===== src/hdl/assf_pkg.sv =====
// Shared constants and types for the audio serial slot formatter.
package assf_pkg;

	// ------------------------------------------------------------
	// Timing
	// ------------------------------------------------------------
	localparam int CLK_PERIOD_NS = 40;
	localparam int LINK_PERIOD_NS = 320;
	localparam int BCLK_HALF_CYCLES = LINK_PERIOD_NS / (2 * CLK_PERIOD_NS);

	// ------------------------------------------------------------
	// Modes
	// ------------------------------------------------------------
	typedef enum logic [1:0] {
		ASSF_FMT_LJ,
		ASSF_FMT_I2S,
		ASSF_FMT_DSP
	} assf_fmt_type;

	localparam logic [1:0] WLEN_16 = 2'h0;
	localparam logic [1:0] WLEN_20 = 2'h1;
	localparam logic [1:0] WLEN_24 = 2'h2;
	localparam logic [1:0] WLEN_32 = 2'h3;

	function automatic logic [5:0] assf_word_bits(input logic [1:0] code);
		case (code)
			WLEN_16: assf_word_bits = 6'h10;
			WLEN_20: assf_word_bits = 6'h14;
			WLEN_24: assf_word_bits = 6'h18;
			default: assf_word_bits = 6'h20;
		endcase
	endfunction

	// ------------------------------------------------------------
	// Controller register map
	// ------------------------------------------------------------
	localparam logic [7:0] REG_CTRL = 8'h00;
	localparam logic [7:0] REG_OFFS = 8'h04;
	localparam logic [7:0] REG_LEFT = 8'h08;
	localparam logic [7:0] REG_RIGHT = 8'h0c;
	localparam logic [7:0] REG_STAT = 8'h10;
	localparam int CTRL_EN = 0;
	localparam int CTRL_FMT = 1;
	localparam int CTRL_WLEN = 3;
	localparam int CTRL_TSLOT = 5;
	localparam int CTRL_SWAP = 6;
	localparam int CTRL_INV = 7;
	localparam int OFFS_OFF1 = 0;
	localparam int OFFS_OFF2 = 8;
	localparam int OFFS_NBCLK = 16;
	localparam logic [31:0] CTRL_RESET = 32'h0000_0000;
	localparam logic [31:0] OFFS_RESET = 32'h0040_0000;
	localparam logic [1:0] RESP_OKAY = 2'h0;
	localparam logic [1:0] RESP_SLVERR = 2'h2;

endpackage


===== src/hdl/assf_link_if.sv =====
// Audio serial link between the formatter and its receiving controller.
`timescale 1ns/1ps
interface assf_link_if;
	logic bclk;
	logic wclk;
	logic dout;
	logic dout_oe;
	modport dev (
		input bclk,
		input wclk,
		output dout,
		output dout_oe
	);
	modport host (
		output bclk,
		output wclk,
		input dout,
		input dout_oe
	);
endinterface


===== src/hdl/assf_host.sv =====
// Controller end: makes the link clocks and collects channel words.
`timescale 1ns/1ps
module assf_host
	import assf_pkg::*;
(
	input wire logic aclk,
	input wire logic aresetn,
	assf_link_if.host link,
	input wire logic [7:0] s_axi_awaddr,
	input wire logic s_axi_awvalid,
	output logic s_axi_awready,
	input wire logic [31:0] s_axi_wdata,
	input wire logic [3:0] s_axi_wstrb,
	input wire logic s_axi_wvalid,
	output logic s_axi_wready,
	output logic [1:0] s_axi_bresp,
	output logic s_axi_bvalid,
	input wire logic s_axi_bready,
	input wire logic [7:0] s_axi_araddr,
	input wire logic s_axi_arvalid,
	output logic s_axi_arready,
	output logic [31:0] s_axi_rdata,
	output logic [1:0] s_axi_rresp,
	output logic s_axi_rvalid,
	input wire logic s_axi_rready
);

	logic [31:0] ctrl;
	logic [31:0] offs;
	logic [31:0] left_rx;
	logic [31:0] right_rx;
	logic [15:0] frames;

	// ------------------------------------------------------------
	// AXI4-Lite slave
	// ------------------------------------------------------------
	logic aw_ok;
	logic w_ok;
	logic [7:0] wa;
	logic [31:0] wd;
	logic [3:0] ws;
	logic do_wr;
	logic next_aw_ok;
	logic next_w_ok;
	logic next_rvalid;

	assign do_wr = aw_ok & w_ok & ~s_axi_bvalid;
	assign next_aw_ok = (aw_ok | (s_axi_awvalid & s_axi_awready)) & ~do_wr;
	assign next_w_ok = (w_ok | (s_axi_wvalid & s_axi_wready)) & ~do_wr;
	assign next_rvalid = (s_axi_rvalid & ~s_axi_rready)
		| (s_axi_arvalid & s_axi_arready);

	always_ff @(posedge aclk) begin
		if (!aresetn) begin
			aw_ok <= 1'b0;
			w_ok <= 1'b0;
			wa <= 8'h00;
			wd <= 32'h0000_0000;
			ws <= 4'h0;
			s_axi_awready <= 1'b0;
			s_axi_wready <= 1'b0;
			s_axi_bvalid <= 1'b0;
			s_axi_bresp <= RESP_OKAY;
			ctrl <= CTRL_RESET;
			offs <= OFFS_RESET;
		end else begin
			aw_ok <= next_aw_ok;
			w_ok <= next_w_ok;
			s_axi_awready <= ~next_aw_ok;
			s_axi_wready <= ~next_w_ok;
			if (s_axi_awvalid && s_axi_awready) begin
				wa <= s_axi_awaddr;
			end
			if (s_axi_wvalid && s_axi_wready) begin
				wd <= s_axi_wdata;
				ws <= s_axi_wstrb;
			end
			if (do_wr) begin
				s_axi_bvalid <= 1'b1;
				s_axi_bresp <= RESP_OKAY;
				for (int i = 0; i < 4; i++) begin
					if (ws[i] && wa == REG_CTRL) begin
						ctrl[8*i +: 8] <= wd[8*i +: 8];
					end
					if (ws[i] && wa == REG_OFFS) begin
						offs[8*i +: 8] <= wd[8*i +: 8];
					end
				end
				if (wa != REG_CTRL && wa != REG_OFFS) begin
					s_axi_bresp <= RESP_SLVERR;
				end
			end else if (s_axi_bready) begin
				s_axi_bvalid <= 1'b0;
			end
		end
	end

	always_ff @(posedge aclk) begin
		if (!aresetn) begin
			s_axi_arready <= 1'b0;
			s_axi_rvalid <= 1'b0;
			s_axi_rdata <= 32'h0000_0000;
			s_axi_rresp <= RESP_OKAY;
		end else begin
			s_axi_rvalid <= next_rvalid;
			s_axi_arready <= ~next_rvalid;
			if (s_axi_arvalid && s_axi_arready) begin
				s_axi_rresp <= RESP_OKAY;
				case (s_axi_araddr)
					REG_CTRL: s_axi_rdata <= ctrl;
					REG_OFFS: s_axi_rdata <= offs;
					REG_LEFT: s_axi_rdata <= left_rx;
					REG_RIGHT: s_axi_rdata <= right_rx;
					REG_STAT: s_axi_rdata <= {16'h0000, frames};
					default: begin
						s_axi_rdata <= 32'h0000_0000;
						s_axi_rresp <= RESP_SLVERR;
					end
				endcase
			end
		end
	end

	// ------------------------------------------------------------
	// Clock generation
	// ------------------------------------------------------------
	logic en;
	// The divider starts one cycle after enable, so an inverted idle level
	// applied at enable is still followed by a full half period.
	logic en_q;
	logic is_i2s;
	logic is_dsp;
	logic [7:0] nbclk;
	logic [7:0] half;
	logic [3:0] hcnt;
	logic ph;
	logic tog;
	logic [7:0] bc;
	logic [7:0] nbc;

	assign en = ctrl[CTRL_EN];
	assign is_i2s = ctrl[CTRL_FMT +: 2] == 2'(ASSF_FMT_I2S);
	assign is_dsp = ctrl[CTRL_FMT +: 2] == 2'(ASSF_FMT_DSP);
	// Frame length must exceed two words and leave room after offsets.
	assign nbclk = offs[OFFS_NBCLK +: 8];
	assign half = {1'b0, nbclk[7:1]};
	assign tog = en_q && (hcnt == 4'(BCLK_HALF_CYCLES - 1));
	assign nbc = (bc == nbclk - 8'h01) ? 8'h00 : bc + 8'h01;

	always_ff @(posedge aclk) begin
		if (!aresetn) begin
			hcnt <= 4'h0;
			en_q <= 1'b0;
			ph <= 1'b0;
			bc <= 8'h00;
			link.bclk <= 1'b0;
			link.wclk <= 1'b0;
		end else begin
			en_q <= en;
			hcnt <= tog || !en_q ? 4'h0 : hcnt + 4'h1;
			if (tog) begin
				ph <= ~ph;
			end
			link.bclk <= (tog ? ~ph : ph) ^ ctrl[CTRL_INV];
			if (tog && ph) begin
				bc <= nbc;
				if (is_dsp) begin
					link.wclk <= (nbc == 8'h00);
				end else if (is_i2s) begin
					link.wclk <= (nbc >= half);
				end else begin
					link.wclk <= (nbc < half);
				end
			end
		end
	end

	// ------------------------------------------------------------
	// Receiver
	// ------------------------------------------------------------
	logic d_s1;
	logic d_s2;
	logic cap;
	logic [9:0] idx;
	logic [9:0] wbits;
	logic [9:0] p1;
	logic [9:0] p2;
	logic [9:0] gap;
	logic in1;
	logic in2;
	logic [31:0] sh1;
	logic [31:0] sh2;
	logic [31:0] next_sh1;
	logic [31:0] next_sh2;

	// Data is taken a half bit after the receiver's valid edge, which
	// absorbs the synchroniser delay on both ends.
	assign cap = is_dsp ? (tog && !ph) : (tog && ph);
	assign idx = (is_dsp && bc == 8'h00) ? {2'h0, nbclk} - 10'h001
		: {2'h0, bc} - {9'h000, is_dsp};
	assign wbits = {4'h0, assf_word_bits(ctrl[CTRL_WLEN +: 2])};
	assign p1 = {2'h0, offs[OFFS_OFF1 +: 8]} + {9'h000, is_i2s};
	assign gap = (is_dsp && offs[OFFS_OFF2 +: 8] != 8'h00)
		? {2'h0, offs[OFFS_OFF2 +: 8]} - 10'h001
		: {2'h0, offs[OFFS_OFF2 +: 8]};
	always_comb begin
		if (ctrl[CTRL_TSLOT]) begin
			p2 = p1 + wbits + gap;
		end else if (is_dsp) begin
			p2 = p1 + wbits;
		end else begin
			p2 = {2'h0, half} + p1;
		end
	end
	assign in1 = (idx >= p1) && (idx < p1 + wbits);
	assign in2 = (idx >= p2) && (idx < p2 + wbits);
	assign next_sh1 = in1 ? {sh1[30:0], d_s2} : sh1;
	assign next_sh2 = in2 ? {sh2[30:0], d_s2} : sh2;

	always_ff @(posedge aclk) begin
		if (!aresetn) begin
			d_s1 <= 1'b0;
			d_s2 <= 1'b0;
			sh1 <= 32'h0000_0000;
			sh2 <= 32'h0000_0000;
			left_rx <= 32'h0000_0000;
			right_rx <= 32'h0000_0000;
			frames <= 16'h0000;
		end else begin
			d_s1 <= link.dout;
			d_s2 <= d_s1;
			if (cap) begin
				sh1 <= next_sh1;
				sh2 <= next_sh2;
				if (idx == {2'h0, nbclk} - 10'h001) begin
					left_rx <= ctrl[CTRL_SWAP] ? next_sh2 : next_sh1;
					right_rx <= ctrl[CTRL_SWAP] ? next_sh1 : next_sh2;
					frames <= frames + 16'h0001;
					// Each frame starts from a clear word, so short words
					// read back without bits of the frame before.
					sh1 <= 32'h0000_0000;
					sh2 <= 32'h0000_0000;
				end
			end
		end
	end

endmodule // assf_host


===== src/flat_wrapper.sv =====
// flat-port wrapper written by rule: the top's interface ports become plain ports
module assf_host_flat import assf_pkg::*;
  (aclk, aresetn, s_axi_awaddr, s_axi_awvalid, s_axi_awready, s_axi_wdata, s_axi_wstrb, s_axi_wvalid, s_axi_wready, s_axi_bresp, s_axi_bvalid, s_axi_bready, s_axi_araddr, s_axi_arvalid, s_axi_arready, s_axi_rdata, s_axi_rresp, s_axi_rvalid, s_axi_rready, link_bclk, link_wclk, link_dout, link_dout_oe);
  assf_link_if link_i ();
  input wire logic aclk;
  input wire logic aresetn;
  input wire logic [7:0] s_axi_awaddr;
  input wire logic s_axi_awvalid;
  output logic s_axi_awready;
  input wire logic [31:0] s_axi_wdata;
  input wire logic [3:0] s_axi_wstrb;
  input wire logic s_axi_wvalid;
  output logic s_axi_wready;
  output logic [1:0] s_axi_bresp;
  output logic s_axi_bvalid;
  input wire logic s_axi_bready;
  input wire logic [7:0] s_axi_araddr;
  input wire logic s_axi_arvalid;
  output logic s_axi_arready;
  output logic [31:0] s_axi_rdata;
  output logic [1:0] s_axi_rresp;
  output logic s_axi_rvalid;
  input wire logic s_axi_rready;
  output wire logic [$bits(link_i.bclk)-1:0] link_bclk;
  output wire logic [$bits(link_i.wclk)-1:0] link_wclk;
  input wire logic [$bits(link_i.dout)-1:0] link_dout;
  input wire logic [$bits(link_i.dout_oe)-1:0] link_dout_oe;
  assign link_bclk = link_i.bclk;
  assign link_wclk = link_i.wclk;
  assign link_i.dout = link_dout;
  assign link_i.dout_oe = link_dout_oe;
  assf_host u_core (.aclk(aclk), .aresetn(aresetn), .link(link_i), .s_axi_awaddr(s_axi_awaddr), .s_axi_awvalid(s_axi_awvalid), .s_axi_awready(s_axi_awready), .s_axi_wdata(s_axi_wdata), .s_axi_wstrb(s_axi_wstrb), .s_axi_wvalid(s_axi_wvalid), .s_axi_wready(s_axi_wready), .s_axi_bresp(s_axi_bresp), .s_axi_bvalid(s_axi_bvalid), .s_axi_bready(s_axi_bready), .s_axi_araddr(s_axi_araddr), .s_axi_arvalid(s_axi_arvalid), .s_axi_arready(s_axi_arready), .s_axi_rdata(s_axi_rdata), .s_axi_rresp(s_axi_rresp), .s_axi_rvalid(s_axi_rvalid), .s_axi_rready(s_axi_rready));
endmodule

===== config.mk =====
export PLATFORM = sky130hd
export DESIGN_NAME = assf_host_flat
export DESIGN_NICKNAME = d
export VERILOG_FILES = /design/src/hdl/assf_pkg.sv /design/src/hdl/assf_link_if.sv /design/src/hdl/assf_host.sv /design/src/flat_wrapper.sv
export SDC_FILE = /design/constraint.sdc
export NUM_CORES = 1
export LEC_CHECK = 0
export BUFFER_PORTS_ARGS = -buffer_cell sky130_fd_sc_hd__buf_2
export CORE_AREA = 2 2 198 200
export CTS_CLUSTER_SIZE = 14
export DETAILED_ROUTE_END_ITERATION = 10
export DIE_AREA = 0 0 200 202
export PLACE_DENSITY = 0.66
export SYNTH_ARGS = -nofsm -noshare
export SYNTH_HDL_FRONTEND = slang
export SYNTH_SLANG_ARGS = --single-unit

===== constraint.sdc =====
create_clock -name aclk -period 18.8 [get_ports aclk]
set_clock_uncertainty 0.2 [all_clocks]
set_input_delay 3.76 -clock aclk [delete_from_list [all_inputs] [get_ports aclk]]
set_output_delay 3.76 -clock aclk [all_outputs]
set_load 0.005 [all_outputs]

# After elaboration in Yosys (flattened, before gate mapping)
# Index checks and enable logic that the tools add are counted.
# classes
magnitude_cmp	6
n_eq_ne	13
n_reduce_logical	41
add_sub_neg	12
n_mul	0
bitwise_logic	20
shift	0
div_mod_pow	0
muxes	21
# ops
cell	count
$mux W32	6
$pmux W32 S5	1
$mux W10	4
$logic_not A8 Y1	4
$add A10 B6 Y10	2
$ge A10 B10 Y1	2
$lt A10 B10 Y1	2
$logic_and A1 B1 Y1	19
$pmux W6 S3	1
$reduce_and A2 Y1	9
$sub A8 B1 Y9 const B	2
$add A16 B1 Y16 const B	1
$eq A8 B3 Y1 const B	2
$eq A8 B4 Y1 const B	2
$reduce_bool A8 Y1	2
$add A10 B10 Y10	1
$add A7 B10 Y10	1
$eq A10 B10 Y1	1
$add A8 B1 Y9	1
$sub A8 B1 Y9	1
$add A8 B1 Y8 const B	1
$and A1 B1 Y1	8
$eq A8 B5 Y1 const B	1
$eq A8 B8 Y1	1
other kinds (20)	38
# totals
elab_cells	147
ff_bits	313
n_memories	0
ramBits	0
out_inout_bits	43
latch_bits	0
in_bits	61
mem_bits_ro	0

# Depth between registers and ports, before layout
# depth
depth_word	10
mapped_depth	31
mapped_depth_nobuf	30

# Least setup slack after synthesis
# Ideal clock, no wire load.
# synth_timing
path_type	flip-flop to flip-flop
startpoint	reg u_core.ctrl[1]
endpoint	reg u_core.left_rx[0]
path_stages_with_launch	27
period_less_slack_ps	6510
t_arrival_ps	6192
required_time_ps	18483
slack_ps	12290
n_path_buf	2
path_cell_list	dfxtp_1 -> nor2b_1 -> ha_1 -> nand3_1 -> nor2_1 -> xor2_1 -> ha_1 -> clkbuf_1 -> and4_1 -> a2111oi_0 -> xnor2_1 -> inv_1 -> ha_1 -> nand4b_1 -> o22ai_1 -> a211oi_1 -> xor2_1 -> mux2_2 -> nor3_1 -> xor2_1 -> ha_1 -> o2111ai_1 -> o211ai_1 -> clkbuf_1 -> mux2i_1 -> nand2_1 -> a32o_1
# synth_via
elab_chain_len	10
elab_cells_between_ends	26
classes_between	add/sub (6); order compare (4); eq/ne (3); mux (8); reduce/logical (5)
# synth_rtl
item	line	text
start, declared	assf_host.sv:28	logic [31:0] ctrl;
start signal, assigned by index	assf_host.sv:83	ctrl[8*i +: 8] <= wd[8*i +: 8];
$eq A2 B1 Y1 / $eq A2 B2 Y1 (equally long branches)	assf_host.sv:142, assf_host.sv:143	
$add A8 B1 Y9 / $logic_and A1 B1 Y1 (equally long branches)	assf_host.sv:202, assf_host.sv:203	
$add A10 B6 Y10 (tied with other cells)	assf_host.sv:208, assf_host.sv:210, assf_host.sv:215	
$add A10 B10 Y10 / $mux W10 (equally long branches)	assf_host.sv:208, assf_host.sv:209	
$mux W10	assf_host.sv:207	if (ctrl[CTRL_TSLOT]) begin
$add A10 B6 Y10	assf_host.sv:216	assign in2 = (idx >= p2) && (idx < p2 + wbits);
$lt A10 B10 Y1	assf_host.sv:216	
$logic_and A1 B1 Y1	assf_host.sv:216	
$mux W32	assf_host.sv:218	assign next_sh2 = in2 ? {sh2[30:0], d_s2} : sh2;
$mux W32	assf_host.sv:236	left_rx <= ctrl[CTRL_SWAP] ? next_sh2 : next_sh1;
end signal, assigned	assf_host.sv:236	
end, declared	assf_host.sv:30	logic [31:0] left_rx;
# Several ways; a longest one is shown, not always the timed one.
# A chain may end at the register's enable or synchronous reset.

# Worst setup path after layout
# layout_timing
startpoint	reg u_core.ctrl[1]
endpoint	reg u_core.sh2[10]
# layout_via
elab_chain_len	10
elab_cells_between_ends	21
classes_between	add/sub (6); order compare (2); eq/ne (3); mux (7); reduce/logical (3)
# layout_rtl
item	line	text
$eq A2 B1 Y1 / $eq A2 B2 Y1 (equally long branches)	assf_host.sv:142, assf_host.sv:143	
$add A8 B1 Y9 / $logic_and A1 B1 Y1 (equally long branches)	assf_host.sv:202, assf_host.sv:203	
$add A10 B6 Y10 (tied with other cells)	assf_host.sv:208, assf_host.sv:210	
$add A10 B10 Y10 / $mux W10 (equally long branches)	assf_host.sv:208, assf_host.sv:209	
$mux W10	assf_host.sv:207	
$add A10 B6 Y10	assf_host.sv:216	
$lt A10 B10 Y1	assf_host.sv:216	
$logic_and A1 B1 Y1	assf_host.sv:216	
$mux W32	assf_host.sv:218	
$mux W32	assf_host.sv:235	if (idx == {2'h0, nbclk} - 10'h001) begin
end signal, assigned	assf_host.sv:234	sh2 <= next_sh2;
end, declared	assf_host.sv:192	logic [31:0] sh2;
# Several ways; a longest one is shown, not always the timed one.

==> summary.txt <==
Outcome
  • Outcome: completed

Worst setup path
  • Delay of the slowest critical-path stage: 0.95 ns
  • Crit path launch type: register
  • Slowest-stage cell, CP: a21o_1
  • Cell with the most instances on the worst path: ha_1
  • Reg2Reg Setup Slack: 10.63 ns
  • Worst flop-to-flop path startpoint: u_core.ctrl[1]
  • R2r endpoint: u_core.sh2[10]
  • Crit Path Class: register to register
  • Buffering stage count on the worst path with inverters included: 2
  • Worst reg2reg path depth: 27
  • Worst Path Required: 19.04 ns
  • Delay-heaviest family, CP: compound AO/OA/AOI/OAI gates
  • Critical path endpoint category: register
  • Worst-path fanout max: 34
  • Worst EP arrival: 8.41 ns

Timing
  • Worst-margin pin slew: 1.19 ns
  • Setup tns final: 0 ns
  • Crit share post-route: 43.5%
  • Fmax: 122 MHz
  • Final Hold Fails: 0
  • Final Slew Violations: 0
  • Rel. slew slack: 20.7%
  • RSZ-0062 raised after global routing: no
  • Period minus WS final: 8.17 ns
  • Finish-stage setup viols: 0

Hold path
  • Hold Crit Class: register to register
  • Hold path depth: 1
  • Worst Hold Path EP: u_core.d_s2
  • Hold path startpoint: u_core.d_s1

Floorplan
  • Total I/O pin count: 104
  • Die area: 40400 um2
  • Row cnt: 72
  • Core area: 38300 um2
  • Chip Height: 202 um
  • Initial Util: 44.4%
  • Die width: 200 um

Drt
  • Vias: 14800
  • TritonRoute pass-1 iters: 6
  • Vias per cell: 5.77
  • # DRC: 0
  • DR WL/cell: 18.1 um
  • Routed WL: 46500 um
  • Post-DRT Antenna Nets: 0
  • Initial DRC Count: 1184

Synth
  • Post-synthesis cell count: 2013
  • Post-synthesis register bit count: 311
  • Post-synth top area share: 36.6%
  • Syn_area_per_cell: 8.45 um2
  • Top cells by area, synth: dfxtp_1, nand2_1, mux2i_1, ha_1, a21oi_1
  • Area leader, netlist: dfxtp_1
  • EDFF count, synth: 0
  • Synth Flop Type: dfxtp_1
  • Register area share after synthesis: 36.6%
  • Cell variety after synth: 75
  • Async set-reset flop share out of synthesis: 0%
  • Mapped Area: 17000 um2
  • Warnings from Yosys: 0

Clock tree
  • CTS root buffer: clkbuf_16
  • # Post-CTS Setup Buffers: 0
  • Maximum clock insertion buffer count: 3
  • CTS tree: done
  • Post-CTS Resized: 0
  • Clk_lat worst skew: 0.52 ns
  • Post-CTS Hold Fix Bufs: 0
  • CTS H-tree lvls: 2
  • CTS Buf Count: 34
  • CTS sink cnt: 311
  • Clk slew on worst S/H paths: 0.06 ns

Layout
  • Filler instances: 3630
  • Layout area overhead: 11.7%
  • Fin nets: 2168
  • # diodes: 0
  • Layout cells sized above 1: 11.7%
  • Final Instance Area: 19000 um2

Global route
  • Global-route wire length before repair: 74000 um
  • GR Layer Usage met3: 3.32%
  • Most Crowded Layer GR: met2
  • Tot GR Track Use: 22.8%
  • Largest net degree at the start of global routing: 94
  • Vias in the first global route: 14200
  • Grt met1 use: 29.7%
  • Total grt overflow: 0
  • Met2 usage: 38.6%
  • Initial antenna violation count: 0

Power
  • Leakage dissipation: 7.57 nW
  • PD cells: 75.5 nW/um2
  • Peak supply drop: 0.0511 mV

Place
  • Post-DP HPWL: 32800 um
  • GP Congestion: 0.881
  • Area after DPL: 17800 um2
  • Port Buf Inserts: 100

Job
  • Max-cap viol count: 0
[cell type report]
type                       count  area (um2)  area share (%)
clock buffer                  48        1040            5.46
clock inverter                13         171           0.902
inverter                      54         208            1.09
multi-input combinational   1507       10100            53.0
sequential                   311        6230            32.8
tap                          518         648            3.41
timing repair buffer         119         643            3.38
[cells by family (layout without fill, tap and decap cells)]
group	count (synthesis)	in the layout	share of synthesized area, %
compound gates	475	475	19.2
xor+xnor	67	67	3.69
fa+ha+maj	83	83	6.24
buf+inv	196	234	4.44
flops	311	311	36.6
mux	143	143	9.81
other cells	2	3	0.0441
simple gates	736	736	19.9
[worst reg2reg max path, stage by stage, from the launching register on]
cell and delay (ns):
dfxtp_1 0.57, nor2b_1 0.24, ha_1 0.17, nand3_1 0.16, nor2_1 0.17, xor2_1 0.34, ha_1 0.41, and4_1 0.23
a2111oi_0 0.85, xnor2_1 0.29, inv_1 0.09, ha_1 0.37, nand4b_1 0.12, o22ai_1 0.09, a211oi_1 0.40, o21ai_0 0.19
xor2_1 0.17, a21oi_1 0.27, ha_1 0.31, nand2_1 0.07, a21oi_1 0.05, a221oi_1 0.26, o31ai_1 0.13, o211ai_1 0.11
buf_4 0.53, a21o_1 0.99, a22oi_1 0.23, nor2_1 0.13
[cells in the mapped netlist (4+ instances only)]
cell      count
a211oi_1      8
a21o_1       17
a21oi_1     175
a222oi_1     15
a22o_1       15
a22oi_1      34
a32o_1       65
and2_1       46
and3_1       17
buf_1        15
buf_2         7
clkbuf_1    117
dfxtp_1     311
fa_1          4
ha_1         76
inv_1        54
mux2_2       20
mux2i_1     106
mux4_2       17
nand2_1     342
nand2b_1     49
nand3_1      46
nand4_1       9
nor2_1      133
nor2b_1      15
nor3_1       27
nor3b_1       5
nor4_1       10
nor4b_1       5
o211ai_1      7
o21a_1       13
o21ai_0      54
o22ai_1       4
o31ai_1      38
or2_2         7
or3_1         7
or4_1         4
xnor2_1      48
xor2_1       16
[registers in the layout, summed over array words and instances (netlist names), 4 cells and up]
| register | count |
|---|---|
| u_core.bc | 8 |
| u_core.ctrl | 32 |
| u_core.frames | 16 |
| u_core.hcnt | 4 |
| u_core.left_rx | 32 |
| u_core.offs | 32 |
| u_core.right_rx | 32 |
| u_core.s_axi_rdata | 32 |
| u_core.sh1 | 32 |
| u_core.sh2 | 32 |
| u_core.wa | 8 |
| u_core.wd | 32 |
| u_core.ws | 4 |
[cell usage in the layout, fill, tap and decap left out, types with 8 or more instances in the layout]
master / count
mux2_2: 20
and2_1: 46
mux2i_1: 106
buf_4: 19
dfxtp_1: 310
nand2b_1: 49
clkbuf_16: 37
xor2_1: 16
nor2_1: 133
buf_2: 100
nand3_1: 46
xnor2_1: 48
a222oi_1: 15
inv_1: 53
and3_1: 17
a211oi_1: 8
nor3_1: 24
a22oi_1: 34
ha_1: 76
o21ai_0: 54
a32o_1: 65
nand2_1: 342
mux4_2: 17
nand4_1: 9
a21oi_1: 175
a22o_1: 15
a21o_1: 17
nor2b_1: 15
nor4_1: 10
o21a_1: 12
o31ai_1: 38
[how the worst max path moves through the flow]
stage                               from                end  depth (start not counted)
after floorplan           u_core.ctrl[1]  u_core.left_rx[0]                         26
after global placement    u_core.ctrl[1]      u_core.sh2[4]                         27
after global routing      u_core.ctrl[1]     u_core.sh2[27]                         28
final                     u_core.ctrl[1]     u_core.sh2[10]                         27
after detailed placement  u_core.ctrl[1]     u_core.sh2[10]                         27
after CTS                 u_core.ctrl[1]     u_core.sh2[10]                         27
[metrics by stage]
stage / setup WS, ns / total power [mW] / utilization (%) / hold WS [ns] / cells
2_1_floorplan: 12.29 / 0.717 / - / 0.212 / 2014
3_3_place_gp: 10.80 / 0.738 / 46.5 / 0.225 / 2509
3_5_place_dp: 10.62 / 0.739 / 46.5 / 0.220 / 2509
4_1_cts: 10.64 / 1.45 / 49.6 / 0.231 / 2570
5_1_grt: 9.83 / 1.48 / 49.6 / 0.261 / 2570
6_report: 10.63 / 1.43 / 49.6 / 0.222 / 2570
[layer usage]
layer / part of all wire, % / wire (um)
met5: 0 / 0
met4: 3.1 / 1450
met3: 5.5 / 2550
met2: 47 / 22000
met1: 44 / 20600
[report_power, final]
part	total [mW]	switching [mW]	leakage [nW]	internal, mW
Sequential	0.674	0.00672	2.51	0.667
Combinational	0.0503	0.0341	4.46	0.0162
Clock	0.710	0.270	0.599	0.440
Total	1.43	0.311	7.57	1.12
Note: power is estimated with default switching activity, not from simulation.
